[config.mk]
export PLATFORM = sky130hd
export DESIGN_NAME = pcl_pin_control
export DESIGN_NICKNAME = d
export VERILOG_FILES = /design/src/hdl/pcl_pkg.sv /design/src/hdl/pcl_pin_control.sv /design/src/hdl/pcl_pin_sync.sv
export SDC_FILE = /design/constraint.sdc
export NUM_CORES = 1
export LEC_CHECK = 0
export BUFFER_PORTS_ARGS = -buffer_cell sky130_fd_sc_hd__buf_2
export CAP_MARGIN = 20
export CORE_ASPECT_RATIO = 1.25
export CORE_UTILIZATION = 32
export CTS_CLUSTER_DIAMETER = 150
export DETAILED_ROUTE_END_ITERATION = 10
export PLACE_DENSITY = 0.58
export SYNTH_ARGS = -nofsm -noshare
export SYNTH_HDL_FRONTEND = slang
export SYNTH_HIERARCHICAL = 1
export SYNTH_SLANG_ARGS = --single-unit
[constraint.sdc]
create_clock -name clk -period 2.1 [get_ports clk]
set_clock_uncertainty 0.05 [all_clocks]
set_input_delay 0.42 -clock clk [delete_from_list [all_inputs] [get_ports clk]]
set_output_delay 0.42 -clock clk [all_outputs]
set_load 0.05 [all_outputs]
[src/hdl/pcl_pkg.sv]
// shared constants and types for the pin control logic
package pcl_pkg;

  // external bus
  localparam int ADDR_W            = 18;
  localparam int ADDR_A16          = 16;
  localparam int DATA_W            = 8;
  localparam int DATA_CYCLES       = 6;
  localparam int PHASE_W           = $clog2(DATA_CYCLES);
  localparam logic [7:0] PORT_RESET = 8'hFF;
  localparam logic [7:0] OE_OFF     = 8'h00;
  localparam logic [7:0] OE_ALL     = 8'hFF;

  // fetch steering
  localparam logic STRAP_OFFCHIP_ONLY = 1'b0;
  localparam logic [1:0] RANGE_SPLIT  = 2'h2;

  // reset pin timing: periods of the oscillator, converted to clk cycles
  localparam int CLK_PERIOD_NS      = 10;
  localparam int OSC_PERIOD_NS      = 10;
  localparam int RESET_HOLD_PERIODS = 64;
  localparam int RESET_HOLD_CYCLES  =
    (RESET_HOLD_PERIODS * OSC_PERIOD_NS + CLK_PERIOD_NS - 1) / CLK_PERIOD_NS;
  localparam int HOLD_W             = $clog2(RESET_HOLD_CYCLES + 1);
  localparam int RELEASE_CYCLES     = 4;
  localparam int RELEASE_W          = $clog2(RELEASE_CYCLES + 1);

  // counters
  localparam int COUNT_W                = 16;
  localparam logic [15:0] COUNT_RESET   = 16'h0000;
  localparam logic [15:0] COUNT_STEP    = 16'h0001;

  // serial pins
  localparam logic [1:0] SERIAL_MODE0 = 2'h0;

  // positions inside the synchronised pin vector
  localparam int IDX_INT   = 0;
  localparam int IDX_CNT   = 2;
  localparam int IDX_ECI   = 4;
  localparam int IDX_RST   = 5;
  localparam int IDX_STRAP = 6;
  localparam int IDX_RXD   = 7;
  localparam int SYNC_W    = 8;
  localparam logic [7:0]  SYNC_RESET      = 8'hDF;
  localparam logic [15:0] PORT_SYNC_RESET = 16'hFFFF;

  typedef struct packed {
    logic              valid;
    logic              fetch;
    logic              write;
    logic [ADDR_W-1:0] addr;
    logic [DATA_W-1:0] wdata;
  } pcl_bus_req_type;

  typedef struct packed {
    logic              done;
    logic              onchip;
    logic [DATA_W-1:0] rdata;
  } pcl_bus_ans_type;

  typedef struct packed {
    logic [7:0] out;
    logic [7:0] oe;
  } pcl_port_type;

  typedef enum logic [2:0] {
    BUS_IDLE = 3'b001,
    BUS_ADDR = 3'b010,
    BUS_DATA = 3'b100
  } pcl_bus_state_type;

endpackage

[src/hdl/pcl_pin_control.sv]
// pin control logic: fetch steering, reset pin, interrupts, counters, bus
// Operation
// - strap low: every program fetch goes off-chip.
// - strap high: fetch on-chip inside on-chip range, else off-chip.
// - strap is captured during reset; later pin changes are ignored.
// - edge select set: falling edge sets the interrupt pending flag.
// - edge select clear: low level sets the interrupt pending flag.
// - reset pin held high 64 oscillator periods gives full reset.
// - port pins go to reset state as soon as reset pin asserts.
// - reset pin ends idle and powerdown, back to normal operation.
// - counter mode: each falling edge of event input bumps count.
// - fetch strobe only for external accesses in selected range.
// - range bits pick read strobe or address bit 16 on shared pin.
// - page mode: low port low address; high port address and data.
// - nonpage mode: low port muxes address and data; high port address.
// - external clock input may drive the 16-bit counter array.
// - receive pin sends and receives in mode 0, receives otherwise.
// - transmit pin gives shift clock in mode 0, data otherwise.
`timescale 1ns/1ns
module pcl_pin_control
  import pcl_pkg::*;
#(
  parameter int ONCHIP_CODE_BYTES = 32768
) (
  input  wire logic        clk,                      // 100 MHz clock
  input  wire logic        reset,                    // sync, active high
  input  wire logic        reset_pin,                // raw reset input
  input  wire logic        external_fetch_strap,     // raw strap pin
  input  wire logic [1:0]  external_interrupt_inputs, // raw, low active
  input  wire logic [1:0]  counter_event_inputs,     // raw event pins
  input  wire logic        counter_array_external_clock, // raw clock pin
  input  wire logic [1:0]  interrupt_edge_select_bits, // 1 edge, 0 level
  input  wire logic [1:0]  interrupt_flag_clear,     // clear pending flag
  input  wire logic [1:0]  counter_mode_bits,        // 1 counts events
  input  wire logic        counter_array_run,        // counter array on
  input  wire logic        counter_array_ext_select, // count ext clock
  input  wire logic        fetch_range_bit_low,      // range code bit 0
  input  wire logic        fetch_range_bit_high,     // range code bit 1
  input  wire logic        page_mode,                // 1 page bus mode
  input  wire logic        enter_idle,               // pulse into idle
  input  wire logic        enter_powerdown,          // pulse into powerdown
  input  pcl_bus_req_type  bus_req,                  // access request
  output pcl_bus_ans_type  bus_ans,                  // access answer
  output logic             bus_busy,                 // external cycle on
  input  wire logic [7:0]  low_port_pins_in,         // raw low port
  input  wire logic [7:0]  high_port_pins_in,        // raw high port
  output pcl_port_type     low_port_pins,            // low port drive
  output pcl_port_type     high_port_pins,           // high port drive
  output logic             program_fetch_strobe_n,   // fetch strobe
  output logic             read_or_a16_out,          // read strobe or A16
  output logic             write_strobe_n,           // write strobe
  input  wire logic [1:0]  serial_mode,              // serial port mode
  input  wire logic        serial_shift_clock,       // mode 0 shift clock
  input  wire logic        serial_tx_data,           // serial data out
  input  wire logic        serial_rx_drive,          // mode 0 send phase
  input  wire logic        receive_data_in,          // raw receive pin
  output logic             receive_data_out,         // receive pin drive
  output logic             receive_data_oe,          // receive pin enable
  output logic             transmit_data_out,        // transmit pin
  output logic             serial_rx_data,           // synchronised rx
  output logic [1:0]       external_interrupt_pending_flags, // flags
  output logic [1:0][15:0] timer_counts,             // event counts
  output logic [15:0]      counter_array_count,      // counter array
  output logic             chip_reset,               // internal reset
  output logic             idle_active,              // idle mode
  output logic             powerdown_active,         // powerdown mode
  output logic             fetch_strap_latched       // captured strap
);
  logic [SYNC_W-1:0]    pin_level;
  logic [SYNC_W-1:0]    pin_fall;
  logic [15:0]          port_level;
  logic                 rst_level;
  logic [HOLD_W-1:0]    hold_count;
  logic [RELEASE_W-1:0] release_count;
  logic                 pins_reset;
  logic                 take;
  logic                 external;
  logic                 last_data;
  logic                 rd_role;
  logic                 program_fetch_strobe_hit;
  logic [1:0]           range_code;
  pcl_bus_state_type    state;
  pcl_bus_state_type    next_state;
  pcl_bus_req_type      req_q;
  pcl_bus_req_type      cur_req;
  logic [PHASE_W-1:0]   phase_count;

  pcl_pin_sync #(
    .WIDTH       (SYNC_W),
    .RESET_LEVEL (SYNC_RESET)
  ) u_pin_sync (
    .clk   (clk),
    .reset (reset),
    .pins  ({receive_data_in, external_fetch_strap, reset_pin,
             counter_array_external_clock, counter_event_inputs,
             external_interrupt_inputs}),
    .level (pin_level),
    .fall  (pin_fall)
  );

  pcl_pin_sync #(
    .WIDTH       (16),
    .RESET_LEVEL (PORT_SYNC_RESET)
  ) u_port_sync (
    .clk   (clk),
    .reset (reset),
    .pins  ({high_port_pins_in, low_port_pins_in}),
    .level (port_level),
    .fall  ()
  );

  assign rst_level      = pin_level[IDX_RST];
  assign pins_reset     = rst_level | chip_reset;
  assign serial_rx_data = pin_level[IDX_RXD];

  always_ff @(posedge clk) begin
    if (reset || !rst_level) begin
      hold_count <= '0;
    end else if (hold_count != HOLD_W'(RESET_HOLD_CYCLES)) begin
      hold_count <= hold_count + HOLD_W'(1);
    end
  end

  // leaving reset waits a few low samples so the strap has settled; the
  // strap needs four edges through its synchroniser after a reset, so the
  // release waits for the saturated count, one edge past that
  always_ff @(posedge clk) begin
    if (reset || !chip_reset || rst_level) begin
      release_count <= '0;
    end else if (release_count != RELEASE_W'(RELEASE_CYCLES)) begin
      release_count <= release_count + RELEASE_W'(1);
    end
  end

  always_ff @(posedge clk) begin
    if (reset) begin
      chip_reset <= 1'b1;
    end else if (rst_level &&
                 hold_count == HOLD_W'(RESET_HOLD_CYCLES - 1)) begin
      chip_reset <= 1'b1;
    end else if (!rst_level &&
                 release_count == RELEASE_W'(RELEASE_CYCLES)) begin
      chip_reset <= 1'b0;
    end
  end

  always_ff @(posedge clk) begin
    if (reset) begin
      fetch_strap_latched <= STRAP_OFFCHIP_ONLY;
    end else if (chip_reset) begin
      fetch_strap_latched <= pin_level[IDX_STRAP];
    end
  end

  // wake from low power
  // a stopped oscillator is outside this model: wake needs clk running
  always_ff @(posedge clk) begin
    if (reset || pins_reset) begin
      idle_active      <= 1'b0;
      powerdown_active <= 1'b0;
    end else begin
      if (enter_idle) begin
        idle_active <= 1'b1;
      end
      if (enter_powerdown) begin
        powerdown_active <= 1'b1;
      end
    end
  end

  // a new event beats a clear in the same cycle
  always_ff @(posedge clk) begin
    if (reset || chip_reset) begin
      external_interrupt_pending_flags <= '0;
    end else begin
      for (int i = 0; i < 2; i++) begin
        if (interrupt_edge_select_bits[i] ? pin_fall[IDX_INT + i]
                                          : !pin_level[IDX_INT + i]) begin
          external_interrupt_pending_flags[i] <= 1'b1;
        end else if (interrupt_flag_clear[i]) begin
          external_interrupt_pending_flags[i] <= 1'b0;
        end
      end
    end
  end

  always_ff @(posedge clk) begin
    if (reset || chip_reset) begin
      timer_counts <= {COUNT_RESET, COUNT_RESET};
    end else begin
      for (int i = 0; i < 2; i++) begin
        if (counter_mode_bits[i] && pin_fall[IDX_CNT + i]) begin
          timer_counts[i] <= timer_counts[i] + COUNT_STEP;
        end
      end
    end
  end

  always_ff @(posedge clk) begin
    if (reset || chip_reset) begin
      counter_array_count <= COUNT_RESET;
    end else if (counter_array_run &&
                 (!counter_array_ext_select || pin_fall[IDX_ECI])) begin
      counter_array_count <= counter_array_count + COUNT_STEP;
    end
  end

  // size zero models a part whose strap the board ties low
  assign external = !bus_req.fetch ||
                    fetch_strap_latched == STRAP_OFFCHIP_ONLY ||
                    bus_req.addr >= ADDR_W'(ONCHIP_CODE_BYTES);
  assign take      = bus_req.valid && state == BUS_IDLE && !pins_reset;
  assign last_data = phase_count == PHASE_W'(DATA_CYCLES - 1);
  assign cur_req   = (state == BUS_IDLE) ? bus_req : req_q;

  always_comb begin
    next_state = state;
    unique case (state)
      BUS_IDLE: if (take && external) next_state = BUS_ADDR;
      BUS_ADDR: next_state = BUS_DATA;
      BUS_DATA: if (last_data) next_state = BUS_IDLE;
      default:  next_state = BUS_IDLE;
    endcase
    if (pins_reset) begin
      next_state = BUS_IDLE;
    end
  end

  always_ff @(posedge clk) begin
    if (reset) begin
      state <= BUS_IDLE;
    end else begin
      state <= next_state;
    end
  end

  always_ff @(posedge clk) begin
    if (reset || state != BUS_DATA) begin
      phase_count <= '0;
    end else begin
      phase_count <= phase_count + PHASE_W'(1);
    end
  end

  always_ff @(posedge clk) begin
    if (reset) begin
      req_q <= '0;
    end else if (take) begin
      req_q <= bus_req;
    end
  end

  always_ff @(posedge clk) begin
    if (reset) begin
      bus_busy <= 1'b0;
    end else begin
      bus_busy <= next_state != BUS_IDLE;
    end
  end

  // read data comes back on whichever port carries data in this mode
  always_ff @(posedge clk) begin
    if (reset || pins_reset) begin
      bus_ans <= '0;
    end else if (take && !external) begin
      bus_ans <= '{done: 1'b1, onchip: 1'b1, rdata: '0};
    end else if (state == BUS_DATA && last_data) begin
      bus_ans.done   <= 1'b1;
      bus_ans.onchip <= 1'b0;
      if (!req_q.write) begin
        bus_ans.rdata <= page_mode ? port_level[15:8] : port_level[7:0];
      end
    end else begin
      bus_ans.done <= 1'b0;
    end
  end

  assign range_code = {fetch_range_bit_high, fetch_range_bit_low};
  assign rd_role    = fetch_range_bit_high;
  assign program_fetch_strobe_hit   = cur_req.fetch || !rd_role ||
                      (range_code == RANGE_SPLIT && cur_req.addr[ADDR_A16]);

  always_ff @(posedge clk) begin
    if (reset || pins_reset) begin
      program_fetch_strobe_n <= 1'b1;
      read_or_a16_out        <= 1'b1;
      write_strobe_n         <= 1'b1;
    end else begin
      program_fetch_strobe_n <= !(next_state == BUS_DATA &&
                                  !cur_req.write && program_fetch_strobe_hit);
      write_strobe_n         <= !(next_state == BUS_DATA && cur_req.write);
      if (rd_role) begin
        read_or_a16_out <= !(next_state == BUS_DATA &&
                             !cur_req.write && !program_fetch_strobe_hit);
      end else if (next_state != BUS_IDLE) begin
        read_or_a16_out <= cur_req.addr[ADDR_A16];
      end else begin
        read_or_a16_out <= 1'b1;
      end
    end
  end

  always_ff @(posedge clk) begin
    if (reset || pins_reset || next_state == BUS_IDLE) begin
      low_port_pins  <= '{out: PORT_RESET, oe: OE_OFF};
      high_port_pins <= '{out: PORT_RESET, oe: OE_OFF};
    end else if (next_state == BUS_ADDR) begin
      low_port_pins  <= '{out: cur_req.addr[7:0],  oe: OE_ALL};
      high_port_pins <= '{out: cur_req.addr[15:8], oe: OE_ALL};
    end else if (page_mode) begin
      low_port_pins  <= '{out: cur_req.addr[7:0], oe: OE_ALL};
      high_port_pins <= '{out: cur_req.wdata,
                          oe: cur_req.write ? OE_ALL : OE_OFF};
    end else begin
      low_port_pins  <= '{out: cur_req.wdata,
                          oe: cur_req.write ? OE_ALL : OE_OFF};
      high_port_pins <= '{out: cur_req.addr[15:8], oe: OE_ALL};
    end
  end

  always_ff @(posedge clk) begin
    if (reset || pins_reset) begin
      receive_data_out  <= 1'b1;
      receive_data_oe   <= 1'b0;
      transmit_data_out <= 1'b1;
    end else begin
      receive_data_out  <= serial_tx_data;
      receive_data_oe   <= serial_mode == SERIAL_MODE0 && serial_rx_drive;
      transmit_data_out <= (serial_mode == SERIAL_MODE0) ?
                           serial_shift_clock : serial_tx_data;
    end
  end
endmodule

[src/hdl/pcl_pin_sync.sv]
// three-stage pin synchroniser with agreed level and falling-edge pulse
`timescale 1ns/1ns
module pcl_pin_sync #(
  parameter int               WIDTH       = 8,
  parameter logic [WIDTH-1:0] RESET_LEVEL = '1
) (
  input  wire logic             clk,   // system clock
  input  wire logic             reset, // synchronous, active high
  input  wire logic [WIDTH-1:0] pins,  // raw asynchronous pins
  output logic      [WIDTH-1:0] level, // agreed level
  output logic      [WIDTH-1:0] fall   // one-cycle pulse per high-to-low
);
  logic [WIDTH-1:0] s1;
  logic [WIDTH-1:0] s2;
  logic [WIDTH-1:0] s3;

  always_ff @(posedge clk) begin
    if (reset) begin
      s1 <= RESET_LEVEL;
      s2 <= RESET_LEVEL;
      s3 <= RESET_LEVEL;
    end else begin
      s1 <= pins;
      s2 <= s1;
      s3 <= s2;
    end
  end

  // sync and compare
  // a bit only moves once stages two and three agree, so a pin that
  // glitches for a single sample never reaches the flags or counters
  always_ff @(posedge clk) begin
    if (reset) begin
      level <= RESET_LEVEL;
      fall  <= '0;
    end else begin
      for (int i = 0; i < WIDTH; i++) begin
        if (s2[i] == s3[i]) begin
          level[i] <= s3[i];
          fall[i]  <= level[i] & ~s3[i];
        end else begin
          fall[i]  <= 1'b0;
        end
      end
    end
  end
endmodule

==> Word level (Yosys, flattened, before mapping) <==
Cells that the tools add are included.
Widths: inputs -> output; s select.
{ "totals": {"reg_bits": 248, "input_bits": 73, "output_inout_bits": 104} }
{ "op_classes": {"order_cmp": 1, "n_addsub": 6, "reduce_logical": 54, "bitwise": 18, "n_eq_ne": 38, "muxes": 24} }
{ "op_table": {"columns": ["operator", "n"], "rows": [
  ["$mux 16", 4],
  ["$add 16x1->16 const B", 3],
  ["$mux 28", 1],
  ["$eq 1x1->1", 24],
  ["$mux 8", 3],
  ["$ge 18x16->1 const B", 1],
  ["$logic_and 1x1->1", 16],
  ["$logic_not 1->1", 14],
  ["$reduce_or 2->1", 7],
  ["$eq 3x3->1 const B", 4],
  ["$logic_or 1x1->1", 12],
  ["$not 1->1", 12],
  ["$mux 1", 10],
  ["$mux 10", 1],
  ["$mux 3", 3],
  ["$mux 9", 1],
  ["$pmux 3 s3", 1],
  ["$add 7x1->7 const B", 1],
  ["$eq 7x6->1 const B", 1],
  ["$ne 7x7->1 const B", 1],
  ["$add 3x1->3 const B", 2],
  ["$eq 3x1->1 const B", 2],
  ["$eq 3x2->1 const B", 2],
  ["$ne 3x3->1 const B", 2],
  ["7 further kinds", 13]
]} }

==> Logic depth before layout (Yosys ltp) <==
{ "depth": {"word_depth": 12, "mapped_depth": 8, "ltp_nobuf": 7} }

==> Hierarchy <==
Netlist, hierarchy kept.
{ "by_module_without_submodules": {"columns": ["module", "area_each_um2", "cells_each", "seq_area_each_um2", "instances"], "rows": [
  ["pcl_pin_control", 5634.2, 616, 2642.5, 1],
  ["pcl_pin_sync (u_port_sync)", 2417.3, 199, 1601.5, 1],
  ["pcl_pin_sync (u_pin_sync)", 1192.4, 99, 800.8, 1]
]} }

==> Worst setup path after synthesis <==
No wires, ideal clock.
{ "synth_path": {"path_kind": "register to register", "start": "register chip_reset", "end": "register high_port_pins[15] (netlist name)", "n_path_buf": 1, "stages_incl_launch_ff": 7, "setup_ns": 0.133, "synth_period_minus_slack_ns": 2.336, "arrival_ns": 2.153, "slack_ns": -0.236, "cell_sequence": "dfxtp_1 > buf_2 > nor3b_1 > o211ai_2 > nand2_1 > mux4_2 > nand2b_1"} }
{ "synth_via": {"elab_chain_cells": 9, "word_cells_on_any_way": 12, "cone_classes": "2 x eq/ne; 4 x mux; 1 x bitwise; 5 x reduce/logical"} }
{ "synth_lines": {"columns": ["element", "line_no", "text"], "rows": [
  ["from (decl)", "pcl_pin_control.sv:64", "output logic chip_reset,"],
  ["from (signal assigned)", "pcl_pin_control.sv:137", "chip_reset <= 1'b1;"],
  ["from (signal assigned)", "pcl_pin_control.sv:140", "chip_reset <= 1'b1;"],
  ["from (signal assigned)", "pcl_pin_control.sv:143", "chip_reset <= 1'b0;"],
  ["$or 1x1->1 *", "pcl_pin_control.sv:113", "assign pins_reset = rst_level | chip_reset;"],
  ["$logic_not 1->1", "pcl_pin_control.sv:212", "assign take = bus_req.valid && state == BUS_IDLE && !pins_reset;"],
  ["$logic_and 1x1->1", "pcl_pin_control.sv:212", null],
  ["$logic_and 1x1->1", "pcl_pin_control.sv:219", "BUS_IDLE: if (take && external) next_state = BUS_ADDR;"],
  ["$mux 3", "pcl_pin_control.sv:219", null],
  ["$pmux 3 s3", "pcl_pin_control.sv:218", "unique case (state)"],
  ["$mux 3", "pcl_pin_control.sv:224", "if (pins_reset) begin"],
  ["$eq 3x2->1 / $eq 3x1->1 (equally long branches)", "pcl_pin_control.sv:307, pcl_pin_control.sv:304", null],
  ["$mux 16 / $logic_or 1x1->1 (equally long branches)", "pcl_pin_control.sv:307, pcl_pin_control.sv:304", null],
  ["to (signal assigned)", "pcl_pin_control.sv:306", "high_port_pins <= '{out: PORT_RESET, oe: OE_OFF};"],
  ["to (signal assigned)", "pcl_pin_control.sv:309", "high_port_pins <= '{out: cur_req.addr[15:8], oe: OE_ALL};"],
  ["to (signal assigned)", "pcl_pin_control.sv:312", "high_port_pins <= '{out: cur_req.wdata,"],
  ["to (decl)", "pcl_pin_control.sv:48", "output pcl_port_type high_port_pins,"]
]} }
Mark *: on every way between the ends. The rest lies on a longest branch, timed or not.
A chain may end at the register's enable or synchronous reset.

==> Final worst setup path <==
{ "layout_path": {"start": "register state[1]", "end": "register read_or_a16_out"} }
{ "layout_via": {"elab_chain_cells": 12, "word_cells_on_any_way": 23, "cone_classes": "5 x eq/ne; 7 x mux; 11 x reduce/logical"} }
{ "layout_lines": {"columns": ["element", "line_no", "text"], "rows": [
  ["from (decl)", "pcl_pin_control.sv:82", "pcl_bus_state_type state;"],
  ["from (signal assigned)", "pcl_pin_control.sv:233", "state <= next_state;"],
  ["$eq 3x1->1", "pcl_pin_control.sv:212, pcl_pin_control.sv:214, pcl_pin_control.sv:218", null],
  ["$logic_and 1x1->1 (2 in series)", "pcl_pin_control.sv:212", null],
  ["$logic_and 1x1->1", "pcl_pin_control.sv:219", null],
  ["$mux 3", "pcl_pin_control.sv:219", null],
  ["$pmux 3 s3", "pcl_pin_control.sv:218", null],
  ["$mux 3", "pcl_pin_control.sv:224", null],
  ["$eq 3x3->1", "pcl_pin_control.sv:293", "read_or_a16_out <= !(next_state == BUS_DATA &&"],
  ["$logic_and 1x1->1", "pcl_pin_control.sv:293", null],
  ["$logic_and 1x1->1", "pcl_pin_control.sv:294", "!cur_req.write && !program_fetch_strobe_hit);"],
  ["$logic_not 1->1", "pcl_pin_control.sv:293", null],
  ["$mux 1 *", "pcl_pin_control.sv:292", "if (rd_role) begin"],
  ["to (signal assigned)", "pcl_pin_control.sv:293", null],
  ["to (signal assigned)", "pcl_pin_control.sv:296", "read_or_a16_out <= cur_req.addr[ADDR_A16];"],
  ["to (decl)", "pcl_pin_control.sv:50", "output logic read_or_a16_out,"]
]} }
Marks and branches as above.

==> metrics.txt <==
outcome=completed; largest net degree at the start of global routing=58; TNS Setup=0 ps; FF-to-FF Start=state[1]; initial antenna violation count=2; vias in the first global route=5864; PD cells=835.3 nW/um^2; Initial Util=0.3287; global-route wire length before repair=29260 um; htree depth=1; Hold Fails Final Rpt=0; hold endpoint=u_port_sync/s1[9]; critical path type=register to register; unrepaired setup endpoints after global routing=false; Cells after Synth=876; DP Cell Count=1365; setup violators final=0; Slew headroom=0.6961; setup slack, reg-to-reg=110 ps; global route overflow=0; worst r2r dst=read_or_a16_out; Die H=185.9 um; CP Data Required Time=2450 ps; drt pass-1 iters=4; All-Layer GR Usage=0.1300; clock root buffer=clkbuf_16; fin area=10710 um^2; max cap viols=0; Clock Latency Late Sink=520 ps; Inserted Clock Buffers=24; final period utilization=0.9481; GP Congestion=0.7824; worst min-delay path category=input pin to register; Syn Area/Cell=9.885 um^2; Routed WL=18290 um; syn_nets=958; f_max=502.2 MHz; post-DP HPWL=12750 um; clock slew at reported path FFs=60 ps; Leakage=4.177 nW; Slew @ Worst Pin=455.9 ps; CTS tree=built; DRC errors left=0; worst reg-to-reg path cell count=6; DR vias=6319; cell area after synthesis=8660 um^2; maximum vdd ir drop=0.0005199 V; Final nets=1141; First DRT Iteration DRCs=203; Finished Layout Cells=1413; Setup crit end kind=register; hold path startpoint=high_port_pins_in[1]; share of layout cells above drive strength 1=0.3113; minimum clock period=1991 ps; antenna-violating nets left=0; clk buf depth=3; Top Ports=177; row cnt=66; CORE AREA=26340 um^2; warnings from Yosys=6; Synth-to-Final Area Change=23.68%; Die W=149.1 um; CP Max Fanout=9; antenna cells=0; Hold Crit Depth=2; die area=27730 um^2; TritonCTS Sinks=233; CP Launch Type=register; IO Port Bufs=176; Max Slew Vio Count=0; dpl cell area=9887 um^2; post-DR vias/cell=4.472; CP arrival=2340 ps; post-DR wirelength/cell=12.95 um
stage by stage:
step / power (mW) / worst slack, ps / utilization / hold slack [ps]
after floorplan: 4.924 / 46.95 / - / 339.5
after global placement: 5.078 / 117.5 / 0.3753 / 340.7
after detailed placement: 5.085 / 72.18 / 0.3753 / 343.2
after CTS: 9.109 / 110.1 / 0.4059 / 0.1472
after global routing: 9.349 / 5.514 / 0.4066 / 4.188
final: 8.946 / 108.9 / 0.4066 / 29.95
placed cells by master, fill, tap and decap left out, types with 6 or more instances in the layout:
cell type / n
nand2b_1: 18
nand4_1: 6
a21oi_1: 69
inv_1: 20
clkbuf_1: 8
nor3_1: 15
or2_2: 55
nor2_1: 99
nand3_1: 21
or3_1: 13
o21ai_0: 12
mux4_2: 16
o21bai_1: 23
dfxtp_1: 230
buf_4: 21
nand2_1: 83
dlygate4sd3_1: 8
a211oi_1: 8
xor2_1: 17
xnor2_1: 29
ha_1: 9
and3_1: 6
or2_4: 15
mux2i_1: 12
buf_2: 175
nor4_1: 6
clkbuf_16: 24
flip-flops by register name, indices dropped and copies added, names as in the netlist, 2 cells and up:
register,cells
u_pin_sync/s1,8
low_port_pins,9
external_interrupt_pending_flags,2
u_pin_sync/s3,8
u_pin_sync/s2,8
u_pin_sync/fall,5
u_port_sync/s1,16
req_q,27
u_pin_sync/level,8
u_port_sync/s2,16
u_port_sync/s3,16
hold_count,7
high_port_pins,9
counter_array_count,16
bus_ans,10
timer_counts,32
u_port_sync/level,16
release_count,3
state,3
phase_count,3
how the worst max path moves through the flow:
| stage | endpoint | slack, ps | start |
|---|---|---|---|
| 2_1_floorplan | read_or_a16_out | 50 | chip_reset |
| 3_3_place_gp | high_port_pins[9] | 120 | bus_req[24] |
| 3_5_place_dp | high_port_pins[13] | 70 | bus_req[28] |
| 4_1_cts | read_or_a16_out | 110 | state[1] |
| 5_1_grt | read_or_a16_out | 6 | state[1] |
| 6_report | read_or_a16_out | 110 | state[1] |
power by group:
part           total (mW)  leakage, nW  switching [mW]  internal, mW
logic               0.444         1.94           0.220         0.223
registers            4.55         1.89          0.0454          4.51
clock network        3.95        0.341            1.70          2.25
total                8.95         4.18            1.96          6.98
routing by layer:
metal  global-route usage  wire, um  vias up
li1                     -         -     3271
met2               0.2156      8522      143
met4              0.04082       312        4
met3              0.02990      1124       28
met1               0.1660      8307     2873
met5                    0        26        -
critical path: stages (launching register included):
cell and delay, ps:
dfxtp_1 380, nor3b_4 260, buf_4 240, mux2i_2 330, o211ai_1 150, o41ai_1 350, nand2_1 100
area by class of cell:
cell class                      count  area [um^2]
Clock buffer                       36        685.7
Multi-Input combinational cell    572         3649
Clock inverter                      4        38.79
Fill cell                        2605        15630
Timing Repair Buffer              207         1165
Tap cell                          340        425.4
Inverter                           21        78.83
Sequential cell                   233         4668
what timing repair did:
item | in CTS | in global routing
hold buffers | 8 | 0
endpoints found under the hold margin | 8 | 0
gates resized for setup | 0 | 6
endpoints found under the setup margin | 0 | 9
setup buffers | 0 | 0
(Power assumes the default switching activity.)
